**config.mk**
```make
export PLATFORM = sky130hd
export DESIGN_NAME = qrw_flash_ctl
export DESIGN_NICKNAME = d
export VERILOG_FILES = /design/src/rtl/qrw_pkg.sv /design/src/rtl/qrw_flash_ctl.sv
export SDC_FILE = /design/constraint.sdc
export NUM_CORES = 2
export LEC_CHECK = 0
export ABC_AREA = 1
export ABC_CLOCK_PERIOD_IN_PS = 31500
export BUFFER_PORTS_ARGS = -buffer_cell sky130_fd_sc_hd__buf_4
export CORE_UTILIZATION = 30
export CTS_BUF_LIST = sky130_fd_sc_hd__clkbuf_8
export DETAILED_ROUTE_END_ITERATION = 6
export PLACE_DENSITY = 0.4
export SLEW_MARGIN = 20
export SYNTH_ARGS = -nofsm -noshare
export SYNTH_HDL_FRONTEND = slang
export SYNTH_SLANG_ARGS = --single-unit
```
**constraint.sdc**
```tcl
create_clock -name mclk -period 31.5 [get_ports mclk]
set_clock_uncertainty 0.1 [all_clocks]
set_input_delay 6.3 -clock mclk [delete_from_list [all_inputs] [get_ports mclk]]
set_output_delay 6.3 -clock mclk [all_outputs]
set_load 0.05 [all_outputs]
```
**src/rtl/qrw_pkg.sv**
```systemverilog
package qrw_pkg;

  // Clock and self-timed program cycle
  localparam int          CLK_PERIOD_NS = 10;
  localparam int          PROG_TIME_NS  = 2000;
  localparam logic [15:0] PROG_CYCLES   =
    16'((PROG_TIME_NS + CLK_PERIOD_NS - 1) / CLK_PERIOD_NS);

  // Command codes
  localparam logic [7:0] CMD_QUAD_READ  = 8'heb;
  localparam logic [7:0] CMD_WORD_READ  = 8'he7;
  localparam logic [7:0] CMD_WRAP_SET   = 8'h77;
  localparam logic [7:0] CMD_PAGE_PROG  = 8'h02;
  localparam logic [7:0] CMD_WRITE_EN   = 8'h06;
  localparam logic [7:0] CMD_STAT_LO    = 8'h05;
  localparam logic [7:0] CMD_STAT_HI    = 8'h35;
  localparam logic [7:0] CMD_READ_PARAM = 8'hc0;

  // Serial clock counts per phase
  localparam logic [5:0] SPI_BYTE_CLKS   = 6'h08;
  localparam logic [5:0] QPI_BYTE_CLKS   = 6'h02;
  localparam logic [5:0] ADDR_CLKS       = 6'h06;
  localparam logic [5:0] SPI_ADDR_CLKS   = 6'h18;
  localparam logic [5:0] MODE_CLKS       = 6'h02;
  localparam logic [5:0] QUAD_DUMMY_CLKS = 6'h04;
  localparam logic [5:0] WORD_DUMMY_CLKS = 6'h02;
  localparam logic [5:0] WRAP_SET_CLKS   = 6'h20;
  localparam logic [5:0] NO_END_CLKS     = 6'h3f;
  localparam logic [5:0] QPI_DUMMY [4]   = '{6'h04, 6'h06, 6'h08, 6'h08};

  // Field positions and values
  localparam int         CONT_BITS_LSB  = 4;
  localparam logic [1:0] CONT_MODE_KEEP = 2'b10;
  localparam int         WRAP_EN_POS    = 4;
  localparam int         WRAP_LEN_LSB   = 5;
  localparam int         PARAM_DUM_LSB  = 4;
  localparam int         PARAM_WRAP_LSB = 0;
  localparam logic [7:0] WRAP_MIN_BYTES = 8'h08;
  localparam logic [3:0] SPI_OUT_OE     = 4'h2;

  // Reset values and FIFO depth
  localparam logic       WRAP_EN_RESET  = 1'b1;
  localparam logic [1:0] WRAP_LEN_RESET = 2'b00;
  localparam logic [1:0] PARAM_RESET    = 2'b00;
  localparam int         FIFO_DEPTH     = 32;

  typedef enum logic [3:0] {
    PH_IDLE, PH_CMD, PH_ADDR, PH_MODE, PH_DUMMY, PH_RDATA, PH_STAT,
    PH_WRAP, PH_PARAM, PH_PPADDR, PH_PPDATA, PH_IGNORE
  } qrw_phase_t;

  typedef struct packed {
    logic        csN;
    logic        sclk;
    logic [3:0]  io;
  } qrw_pins_t;

  typedef struct packed {
    logic [23:0] addr;
    logic [7:0]  data;
  } qrw_prog_t;

  localparam qrw_pins_t PINS_IDLE = '{csN: 1'b1, sclk: 1'b0, io: 4'h0};

endpackage

```
**src/rtl/qrw_flash_ctl.sv**
```systemverilog
// Notes on behaviour
// RULE1 - Quad read: address, mode, dummy, nibble data
// RULE2 - Any start address, increments per output byte
// RULE3 - Quad reads need quad enable set
// RULE4 - Mode bits 10 skip next command byte
// RULE5 - Host may reset continuous mode first
// RULE6 - Wrap within aligned section until deselect
// RULE7 - No wrap in four-wire command mode
// RULE8 - Four-wire dummy clocks 4/6/8/8 from parameter
// RULE9 - Four-wire mode byte counts as dummy
// RULE10 - Word read: even address, two dummies
// RULE11 - Wrap setup: command, 24 dummies, 8 bits
// RULE12 - Wrap bit low enables 8..64 byte sections
// RULE13 - Wrap setting persists until disabled again
// RULE14 - Wrap length kept; parameter command changes it
// RULE15 - Page program needs write enable latch
// RULE16 - Host sends command, address, data bytes
// RULE17 - Program overflow wraps to page start
// RULE18 - Last 256 bytes kept, others untouched
// RULE19 - Program only on byte-aligned deselect
// RULE20 - Deselect starts cycle, busy, clears latch
// RULE21 - Protected page program is ignored
// RULE22 - Write enable command sets latch
// RULE23 - Read data driven on falling clock
// RULE24 - Status readable during program cycle
// RULE25 - Reset disables wrap, clears continuous mode
`timescale 1ns/1ps

////////////////////////////////////////////////////////////////////////////////
// Program word FIFO with a registered output stage
module qrw_fifo #(
  parameter int WIDTH = 32,
  parameter int DEPTH = 32
) (
  input  wire logic             mclk,
  input  wire logic             rst,
  input  wire logic             clkEn,
  input  wire logic             inValid,
  output logic                  inReady,
  input  wire logic [WIDTH-1:0] inData,
  output logic                  outValid,
  input  wire logic             outReady,
  output logic      [WIDTH-1:0] outData,
  output logic                  idle
);
  localparam int AW = $clog2(DEPTH);

  logic [WIDTH-1:0] mem [DEPTH];
  logic [AW-1:0]    wrPtr;
  logic [AW-1:0]    rdPtr;
  logic [AW:0]      count;

  // DEPTH must be a power of two so the pointers wrap by themselves
  wire push = inValid && inReady;
  wire pop  = (count != '0) && (!outValid || outReady);
  assign inReady = count != DEPTH[AW:0];
  assign idle    = (count == '0) && !outValid;

  // Pointers, fill level and output stage
  always_ff @(posedge mclk) begin
    if (rst) begin
      wrPtr    <= '0;
      rdPtr    <= '0;
      count    <= '0;
      outValid <= 1'b0;
      outData  <= '0;
    end else if (clkEn) begin
      if (push) begin
        wrPtr <= wrPtr + 1'b1;
      end
      if (pop) begin
        rdPtr    <= rdPtr + 1'b1;
        outData  <= mem[rdPtr];
        outValid <= 1'b1;
      end else if (outReady) begin
        outValid <= 1'b0;
      end
      count <= count + (AW+1)'(push) - (AW+1)'(pop);
    end
  end

  // Storage, no reset needed
  always_ff @(posedge mclk) begin
    if (clkEn && push) begin
      mem[wrPtr] <= inData;
    end
  end
endmodule

////////////////////////////////////////////////////////////////////////////////
// Serial flash command engine
module qrw_flash_ctl
  import qrw_pkg::*;
#(
  parameter int FIFO_WORDS = FIFO_DEPTH
) (
  input  wire logic        mclk,
  input  wire logic        rst,
  input  wire logic        clkEn,
  input  wire logic        csN,
  input  wire logic        sclk,
  input  wire logic [3:0]  ioIn,
  output logic      [3:0]  ioOut,
  output logic      [3:0]  ioOe,
  input  wire logic        quadEnable,
  input  wire logic        fourWireMode,
  input  wire logic [4:0]  blockProtect,
  output logic      [23:0] memRdAddr,
  input  wire logic [7:0]  memRdData,
  output qrw_prog_t        progWord,
  output logic             progValid,
  input  wire logic        progReady,
  output logic             writeInProgress,
  output logic             writeEnableLatch,
  output logic             wrapEnableBit,
  output logic      [1:0]  wrapLengthField,
  output logic             continuousMode,
  output logic      [1:0]  dummyCfg
);
  qrw_pins_t  sync1;
  qrw_pins_t  sync2;
  qrw_pins_t  sync3;
  qrw_phase_t phase;
  qrw_phase_t cmdPhase;
  qrw_phase_t endPhase;
  logic [5:0]  cnt;
  logic [31:0] shIn;
  logic        isWord;
  logic        contWord;
  logic        nib;
  logic [7:0]  stSh;
  logic [23:0] ppAddr;
  logic [7:0]  col;
  logic        gotByte;
  logic [255:0] pageMask;
  logic [7:0]  pageBuf [256];
  logic        walking;
  logic [7:0]  walkIdx;
  logic [15:0] progTimer;
  logic        fifoInReady;
  logic        fifoIdle;
  logic [23:0] addrPrev;

  ////////////////////////////////////////////////////////////////////////////
  // Pin synchronisers; stage three only feeds the edge detectors
  always_ff @(posedge mclk) begin
    if (rst) begin
      sync1 <= PINS_IDLE;
      sync2 <= PINS_IDLE;
      sync3 <= PINS_IDLE;
    end else if (clkEn) begin
      sync1 <= {csN, sclk, ioIn};
      sync2 <= sync1;
      sync3 <= sync2;
    end
  end

  // Edges of the link, seen on the system clock
  wire sclkRise = sync2.sclk & ~sync3.sclk;
  wire sclkFall = ~sync2.sclk & sync3.sclk;
  wire csFall   = ~sync2.csN & sync3.csN;
  wire csRise   = sync2.csN & ~sync3.csN;
  wire selected = ~sync2.csN;

  ////////////////////////////////////////////////////////////////////////////
  // Shift-in width and phase length
  wire quadPhase = (phase == PH_ADDR) || (phase == PH_MODE) || (phase == PH_DUMMY);
  // RULE1 four bits per clock
  wire [31:0] shNext = (fourWireMode || quadPhase) ? {shIn[27:0], sync2.io}
                                                   : {shIn[30:0], sync2.io[0]};
  wire [5:0]  cntNext  = cnt + 6'h01;
  wire [5:0]  byteClks = fourWireMode ? QPI_BYTE_CLKS : SPI_BYTE_CLKS;
  // RULE8 RULE9 RULE10 dummy length, mode clocks counted in four-wire mode
  wire [5:0]  readDummy = isWord ? WORD_DUMMY_CLKS
                        : fourWireMode ? QPI_DUMMY[dummyCfg] - MODE_CLKS
                        : QUAD_DUMMY_CLKS;
  wire [5:0]  target =
    (phase == PH_CMD)    ? byteClks :
    (phase == PH_ADDR)   ? ADDR_CLKS :
    (phase == PH_MODE)   ? MODE_CLKS :
    (phase == PH_DUMMY)  ? readDummy :
    (phase == PH_WRAP)   ? WRAP_SET_CLKS :
    (phase == PH_PPADDR) ? (fourWireMode ? ADDR_CLKS : SPI_ADDR_CLKS) :
    (phase == PH_PPDATA || phase == PH_PARAM) ? byteClks : NO_END_CLKS;
  wire phaseEnd = selected && sclkRise && (target != NO_END_CLKS) && (cntNext == target);

  ////////////////////////////////////////////////////////////////////////////
  // Command decode
  wire [7:0] cmdByte  = shNext[7:0];
  wire [1:0] modeBits = shNext[CONT_BITS_LSB +: 2];
  wire cmdEnd    = phaseEnd && (phase == PH_CMD);
  wire isQuadRd  = (cmdByte == CMD_QUAD_READ) || (cmdByte == CMD_WORD_READ);
  // RULE3 quad reads gated by quad enable
  wire rdOk      = isQuadRd && quadEnable && !writeInProgress;
  // RULE11 wrap setup only in standard serial mode
  wire wrapCmdOk = (cmdByte == CMD_WRAP_SET) && !fourWireMode;
  wire paramOk   = (cmdByte == CMD_READ_PARAM) && fourWireMode;
  // RULE15 page program needs the latch
  wire ppOk      = (cmdByte == CMD_PAGE_PROG) && writeEnableLatch && !writeInProgress;
  // RULE24 status answered even while busy
  wire isStat    = (cmdByte == CMD_STAT_LO) || (cmdByte == CMD_STAT_HI);
  wire wrEnOk    = (cmdByte == CMD_WRITE_EN) && !writeInProgress;

  assign cmdPhase = rdOk ? PH_ADDR : isStat ? PH_STAT : wrapCmdOk ? PH_WRAP :
                    paramOk ? PH_PARAM : ppOk ? PH_PPADDR : PH_IGNORE;
  assign endPhase = (phase == PH_CMD)   ? cmdPhase :
                    (phase == PH_ADDR)  ? PH_MODE :
                    (phase == PH_MODE)  ? PH_DUMMY :
                    (phase == PH_DUMMY) ? PH_RDATA :
                    (phase == PH_PPADDR || phase == PH_PPDATA) ? PH_PPDATA : PH_IGNORE;

  // Status bytes: WRITE_IN_PROGRESS, WRITE_ENABLE_LATCH, five protect bits; high byte carries quad enable
  wire [7:0] statLo = {1'b0, blockProtect, writeEnableLatch, writeInProgress};
  wire [7:0] statHi = {6'h00, quadEnable, 1'b0};

  ////////////////////////////////////////////////////////////////////////////
  // Read address stepping
  // RULE7 wrap never applies in four-wire command mode
  wire        wrapOn   = !wrapEnableBit && !fourWireMode;
  // RULE12 section of 8, 16, 32 or 64 bytes
  wire [7:0]  wrapMask = (WRAP_MIN_BYTES << wrapLengthField) - 8'h01;
  wire [7:0]  lowInc   = memRdAddr[7:0] + 8'h01;
  // RULE6 wrap inside the aligned section
  wire [23:0] nextAddr = wrapOn
    ? {memRdAddr[23:8], (memRdAddr[7:0] & ~wrapMask) | (lowInc & wrapMask)}
    : memRdAddr + 24'h000001;

  ////////////////////////////////////////////////////////////////////////////
  // Page protection and commit
  wire [8:0] protBlocks = (blockProtect[2:0] == 3'h0) ? 9'h000
                        : 9'(9'h001 << (blockProtect[2:0] - 3'h1));
  wire [8:0] ppBlock    = {1'b0, ppAddr[23:16]};
  wire pageProt = blockProtect[4] ? (ppBlock < protBlocks) : (ppBlock >= 9'h100 - protBlocks);
  // RULE19 RULE21 only byte-aligned, unprotected, latched programs run
  wire commit = csRise && (phase == PH_PPDATA) && (cnt == 6'h00) && gotByte &&
                writeEnableLatch && !pageProt;

  // Walk the page buffer, pushing only bytes that were received
  wire walkPush = walking && pageMask[walkIdx];
  wire walkStep = walking && (!pageMask[walkIdx] || fifoInReady);
  wire progDone = !walking && fifoIdle && (progTimer == 16'h0000);

  ////////////////////////////////////////////////////////////////////////////
  // Phase sequencer; a deselect always ends the transaction
  always_ff @(posedge mclk) begin
    if (rst) begin
      phase <= PH_IDLE;
      cnt   <= 6'h00;
      shIn  <= 32'h00000000;
    end else if (clkEn) begin
      if (csRise) begin
        phase <= PH_IDLE;
      end else if (csFall) begin
        // RULE4 continuous mode skips the command byte
        phase <= continuousMode ? PH_ADDR : PH_CMD;
        cnt   <= 6'h00;
      end else if (selected && sclkRise) begin
        shIn <= shNext;
        cnt  <= phaseEnd ? 6'h00 : cntNext;
        if (phaseEnd) begin
          phase <= endPhase;
        end
      end
    end
  end

  ////////////////////////////////////////////////////////////////////////////
  // Read and status output; pins change a few cycles after the falling edge
  always_ff @(posedge mclk) begin
    if (rst) begin
      memRdAddr <= 24'h000000;
      isWord    <= 1'b0;
      nib       <= 1'b0;
      stSh      <= 8'h00;
      ioOut     <= 4'h0;
      ioOe      <= 4'h0;
    end else if (clkEn) begin
      if (!selected) begin
        ioOe <= 4'h0;
        nib  <= 1'b0;
      end
      if (csFall && continuousMode) begin
        isWord <= contWord;
      end
      if (cmdEnd) begin
        isWord <= cmdByte == CMD_WORD_READ;
        stSh   <= (cmdByte == CMD_STAT_HI) ? statHi : statLo;
      end
      // RULE2 any starting address accepted
      if (phaseEnd && phase == PH_ADDR) begin
        memRdAddr <= shNext[23:0];
      end
      // RULE23 data leaves on the falling edge, high nibble first
      if (selected && sclkFall && phase == PH_RDATA) begin
        ioOe  <= 4'hf;
        ioOut <= nib ? memRdData[3:0] : memRdData[7:4];
        nib   <= !nib;
        // RULE2 step once per byte sent
        if (nib) begin
          memRdAddr <= nextAddr;
        end
      end
      // RULE24 status byte repeats for polling
      if (selected && sclkFall && phase == PH_STAT) begin
        ioOe  <= fourWireMode ? 4'hf : SPI_OUT_OE;
        ioOut <= fourWireMode ? stSh[7:4] : {2'b00, stSh[7], 1'b0};
        stSh  <= fourWireMode ? {stSh[3:0], stSh[7:4]} : {stSh[6:0], stSh[7]};
      end
    end
  end

  ////////////////////////////////////////////////////////////////////////////
  // Persistent read configuration
  always_ff @(posedge mclk) begin
    if (rst) begin
      // RULE25 wrap off, continuous mode cleared
      wrapEnableBit   <= WRAP_EN_RESET;
      wrapLengthField <= WRAP_LEN_RESET;
      dummyCfg        <= PARAM_RESET;
      continuousMode  <= 1'b0;
      contWord        <= 1'b0;
    end else if (clkEn) begin
      // RULE4 mode bits decide the next transaction
      if (phaseEnd && phase == PH_MODE) begin
        continuousMode <= modeBits == CONT_MODE_KEEP;
        contWord       <= isWord;
      end
      // RULE11 RULE13 last eight bits hold the wrap setting
      if (phaseEnd && phase == PH_WRAP) begin
        wrapEnableBit   <= shNext[WRAP_EN_POS];
        wrapLengthField <= shNext[WRAP_LEN_LSB +: 2];
      end
      // RULE14 RULE8 parameter command sets dummies and wrap length
      if (phaseEnd && phase == PH_PARAM) begin
        dummyCfg        <= shNext[PARAM_DUM_LSB +: 2];
        wrapLengthField <= shNext[PARAM_WRAP_LSB +: 2];
      end
    end
  end

  ////////////////////////////////////////////////////////////////////////////
  // Program data capture into the page buffer
  always_ff @(posedge mclk) begin
    if (rst) begin
      ppAddr   <= 24'h000000;
      col      <= 8'h00;
      gotByte  <= 1'b0;
      pageMask <= '0;
    end else if (clkEn) begin
      if (phaseEnd && phase == PH_PPADDR) begin
        ppAddr   <= shNext[23:0];
        col      <= shNext[7:0];
        gotByte  <= 1'b0;
        pageMask <= '0;
      end else if (phaseEnd && phase == PH_PPDATA) begin
        // RULE17 RULE18 column wraps, later bytes overwrite
        pageMask[col] <= 1'b1;
        col           <= col + 8'h01;
        gotByte       <= 1'b1;
      end
    end
  end

  // Buffer contents, no reset needed since the mask qualifies them
  always_ff @(posedge mclk) begin
    if (clkEn && phaseEnd && phase == PH_PPDATA) begin
      pageBuf[col] <= shNext[7:0];
    end
  end

  ////////////////////////////////////////////////////////////////////////////
  // Write enable latch and self-timed program cycle
  always_ff @(posedge mclk) begin
    if (rst) begin
      writeEnableLatch <= 1'b0;
      writeInProgress  <= 1'b0;
      walking          <= 1'b0;
      walkIdx          <= 8'h00;
      progTimer        <= 16'h0000;
    end else if (clkEn) begin
      // RULE22 latch set once the command is decoded
      if (cmdEnd && wrEnOk) begin
        writeEnableLatch <= 1'b1;
      end else if (commit) begin
        writeEnableLatch <= 1'b0;
      end
      // RULE20 busy from deselect until buffer drained and time elapsed
      if (commit) begin
        writeInProgress <= 1'b1;
        walking         <= 1'b1;
        walkIdx         <= 8'h00;
        progTimer       <= PROG_CYCLES - 16'h0001;
      end else begin
        if (walkStep) begin
          walkIdx <= walkIdx + 8'h01;
          if (walkIdx == 8'hff) begin
            walking <= 1'b0;
          end
        end
        if (progTimer != 16'h0000) begin
          progTimer <= progTimer - 16'h0001;
        end
        if (writeInProgress && progDone) begin
          writeInProgress <= 1'b0;
        end
      end
    end
  end

  // RULE18 only received bytes leave, untouched ones are skipped
  qrw_fifo #(
    .WIDTH ($bits(qrw_prog_t)),
    .DEPTH (FIFO_WORDS)
  ) progFifo (
    .mclk     (mclk),
    .rst      (rst),
    .clkEn    (clkEn),
    .inValid  (walkPush),
    .inReady  (fifoInReady),
    .inData   ({ppAddr[23:8], walkIdx, pageBuf[walkIdx]}),
    .outValid (progValid),
    .outReady (progReady),
    .outData  (progWord),
    .idle     (fifoIdle)
  );

  ////////////////////////////////////////////////////////////////////////////
  // Checks
  always_ff @(posedge mclk) begin
    if (clkEn) begin
      addrPrev <= memRdAddr;
    end
  end

  wire byteOut = clkEn && selected && sclkFall && (phase == PH_RDATA) && nib;
endmodule

```
==> out/results.ini <==
[worst_setup_path]
timing.critical_path.arrival_ps = 12070
timing.critical_path.slowest_cell_delay_ps = 810
critical-path-top-cell-by-count = sky130_fd_sc_hd__buf_4
crit_path_max_fanout = 34
family_with_the_most_delay_on_the_worst_path = buffers and inverters
startpoint_class_of_the_critical_path = primary input
slowest_stage = sky130_fd_sc_hd__buf_4
worst_path_required_time_ps = 32470
crit_path_cell_trace = buf_4, inv_2, nand3_1, nand3_1, nand2_1, o21ai_0, or2_2, nand4_1, nor2_1, nand2_2, nor2_4, nand2_8, buf_4, buf_4, buf_4, buf_4, nor2_1, nor2_1, nor2_1
crit_type = in2reg
timing.critical_path.to_type = flip-flop
critical_path.n_buffers_inverters = 6

[timing]
slew_of_the_pin_with_the_lowest_slew_margin_ps = 1140
final.setup.tns_ps = 0
endpoints_failing_setup = 0
fin_crit_sh_pct = 35.2
fmaxAchievable_mhz = 90.1
period_needed_ps = 11100
rsz_0062_raised_after_global_routing = no
finalHoldViolCount = 0
fin_ws_ps = 20400
maxSlewHeadroom_pct = 23.9
maxSlewViolCount = 0

[yosys]
synth_edf_count = 3072
synthesis.instances = 12556
synthDistinctLibCells = 61
synth.top_cells.by_area = sky130_fd_sc_hd__edfxtp_1 (64%), sky130_fd_sc_hd__o21ai_0 (6.9%), sky130_fd_sc_hd__nor2_1 (6.5%)
syn-mean-instance-area_um2 = 11.5
synth_flop_cell = sky130_fd_sc_hd__edfxtp_1
yosysTopAreaCell = sky130_fd_sc_hd__edfxtp_1
yosys_warnings = 0
synth_fp_nets = 12624
synth_largest_type_area_fraction_pct = 63.6
seq_area_frac_synth_pct = 70.0
synth.cell_area_um2 = 145000
yosys_register_bits = 3531
synthArstFlopShare_pct = 0

[placement]
dp_worst_setup_slack_ps = 19240
postPlaceCellArea_um2 = 153000
place.gp.congestion = 0.847
placed_cells_incl_taps = 18433
post_detailed_placement_half_perimeter_wirelength_um = 303000
numPortBuffers = 97

[outcome]
run_status = complete, no violations

[drt]
detailedRoute.firstPassIterationCount = 6
routed-via-count = 101888
totalWireLength_um = 536000
post_drt_wl_per_cell_um = 27.3
route.antenna.remaining_nets = 0
drc = 0
post_drt_via_cell_ratio = 5.19
first_iter_violations = 9434

[cts]
cts_tree = built
clk_pin_slew_ps = 60
cts_resized = 0
cts.sink_count = 3531
worstSkewPairLatency_ps = 1300
clockBufferDepth = 4
clock_root_buffer_master = sky130_fd_sc_hd__clkbuf_8
post_cts_hold_buffer_count = 0
postCtsSetupBuffers = 0
total_cts_buffers = 640
cts_max_level = 6

[global_routing]
grt_pass1_vias = 102338
grt_util_all_layers_pct = 21.3
grt_max_degree = 200
grt_pass1_wl_um = 760000
grt_remaining_overflow = 0
antenna_violations_before_repair = 26

[pwr]
power.density_cell_area_nw_per_um2 = 60.2
power.net_switching_mw = 2.51
total_power_mw = 9.92
share_clk_of_total_power_pct = 42.6
leakage_nw = 55.7
internal_power_mw = 7.41
power.switching_fraction_pct = 25.3
power.share.sequential_pct = 51.4
power.ir.vdd_worst_mv = 0.0507
combPwrFrac_pct = 6.0

[final_layout]
stdcell_count = 19621
most_frequent_cells_in_the_layout = sky130_fd_sc_hd__edfxtp_1 (3072), sky130_fd_sc_hd__nor2_1 (2437), sky130_fd_sc_hd__o21ai_0 (1997)
area_growth_pct = 13.7
layout.cells.most_common = sky130_fd_sc_hd__edfxtp_1
design_area_um2 = 165000
drive_above_1_share_pct = 12.5
final_net_count = 12743

[floorplanning]
die_h_um = 697
die-width_um = 697
die_area_um2 = 486000
std_cell_rows = 254
core-area_um2 = 480000
ioPinCount = 98
initial_standard_cell_utilization_of_the_core_pct = 30.2

[hold_path]
min-delay-path-class = reg2reg

[flow_run]
max_cap_violations = 0

[cell families after synthesis]
family	synth area share [%]
AND/OR/NAND/NOR	13.7
flip-flops	70.0
AO/OA/AOI/OAI	12.2
buffers and inverters	3.52
adder cells (fa/ha/maj)	0.376
XOR/XNOR	0.157
multiplexers	0.0138
other	0.00259
[sequential cells by signal, indices dropped and copies added (netlist names), 8 cells and up, named ones only]
register / count
ppAddr: 16
progTimer: 16
progFifo.outData: 32
pageBuf: 2048
progFifo.mem: 1024
pageMask: 256
walkIdx: 8
col: 8
shIn: 23
stSh: 8
memRdAddr: 19
[routing by layer]
| metal | track usage [%] | vias up | share of wire (%) |
|---|---|---|---|
| met4 | 6.82 | 12 | 3.2 |
| met5 | 0 | - | 0.016 |
| met3 | 3.00 | 851 | 5.5 |
| met1 | 28.8 | 52236 | 44 |
| met2 | 35.2 | 3289 | 47 |
| li1 | - | 45500 | - |
[worst paths after layout]
path	start	endpoint	slack [ps]	cells past startpoint
setup reg to reg	flip-flop	progFifo.mem[11][7]	23730	15
hold / removal	pageMask[111]	pageMask[111]	360	2
hold reg to reg	pageMask[111]	pageMask[111]	360	2
setup / recovery	fourWireMode	pageMask[24]	20400	19
[final cells by class]
class | count | area, µm²
Antenna cell | 11 | 27.5
Clock buffer | 709 | 9760
Clock inverter | 468 | 2550
Fill cell | 47992 | 315000
Inverter | 338 | 1330
Multi-Input combinational cell | 7825 | 38900
Sequential cell | 3531 | 101000
Tap cell | 6400 | 8010
Timing Repair Buffer | 339 | 2780
[power by group through the flow]
stage	combinational, mW	sequential (mW)	clock (mW)
after floorplan	0.351	5.23	0
after global placement	0.597	5.20	0
after detailed placement	0.601	5.20	0
after CTS	0.602	5.10	4.32
after global routing	0.655	5.10	4.51
final	0.592	5.10	4.22
[Yosys cell counts (12+ instances only)]
master	number
sky130_fd_sc_hd__edfxtp_1	3072
sky130_fd_sc_hd__nor2_1	2497
sky130_fd_sc_hd__o21ai_0	2004
sky130_fd_sc_hd__nand2_1	1145
sky130_fd_sc_hd__o22ai_1	784
sky130_fd_sc_hd__clkbuf_1	696
sky130_fd_sc_hd__dfxtp_1	459
sky130_fd_sc_hd__nand3_1	372
sky130_fd_sc_hd__inv_1	319
sky130_fd_sc_hd__a21oi_1	232
sky130_fd_sc_hd__nor2_4	208
sky130_fd_sc_hd__nor2_2	134
sky130_fd_sc_hd__o221ai_1	97
sky130_fd_sc_hd__nand4_1	83
sky130_fd_sc_hd__buf_2	61
sky130_fd_sc_hd__o211ai_1	60
sky130_fd_sc_hd__buf_1	51
sky130_fd_sc_hd__ha_1	42
sky130_fd_sc_hd__nor3_1	36
sky130_fd_sc_hd__buf_6	23
sky130_fd_sc_hd__xor2_1	17
sky130_fd_sc_hd__a31oi_1	14
sky130_fd_sc_hd__buf_12	14
sky130_fd_sc_hd__inv_2	12
[worst min-delay path: cells and delay by family, from the launching register on]
kind,cells,cell delay [ps]
AO/OA/AOI/OAI,1,60
buffers and inverters,1,60
flip-flops,1,300
[stage by stage]
stage / util (%) / hold WS [ps]
2_1_floorplan: - / 329
3_3_place_gp: 31.8 / 342
3_5_place_dp: 31.8 / 349
4_1_cts: 34.3 / 360
5_1_grt: 34.3 / 380
6_report: 34.4 / 358
(Power assumes the default switching activity.)
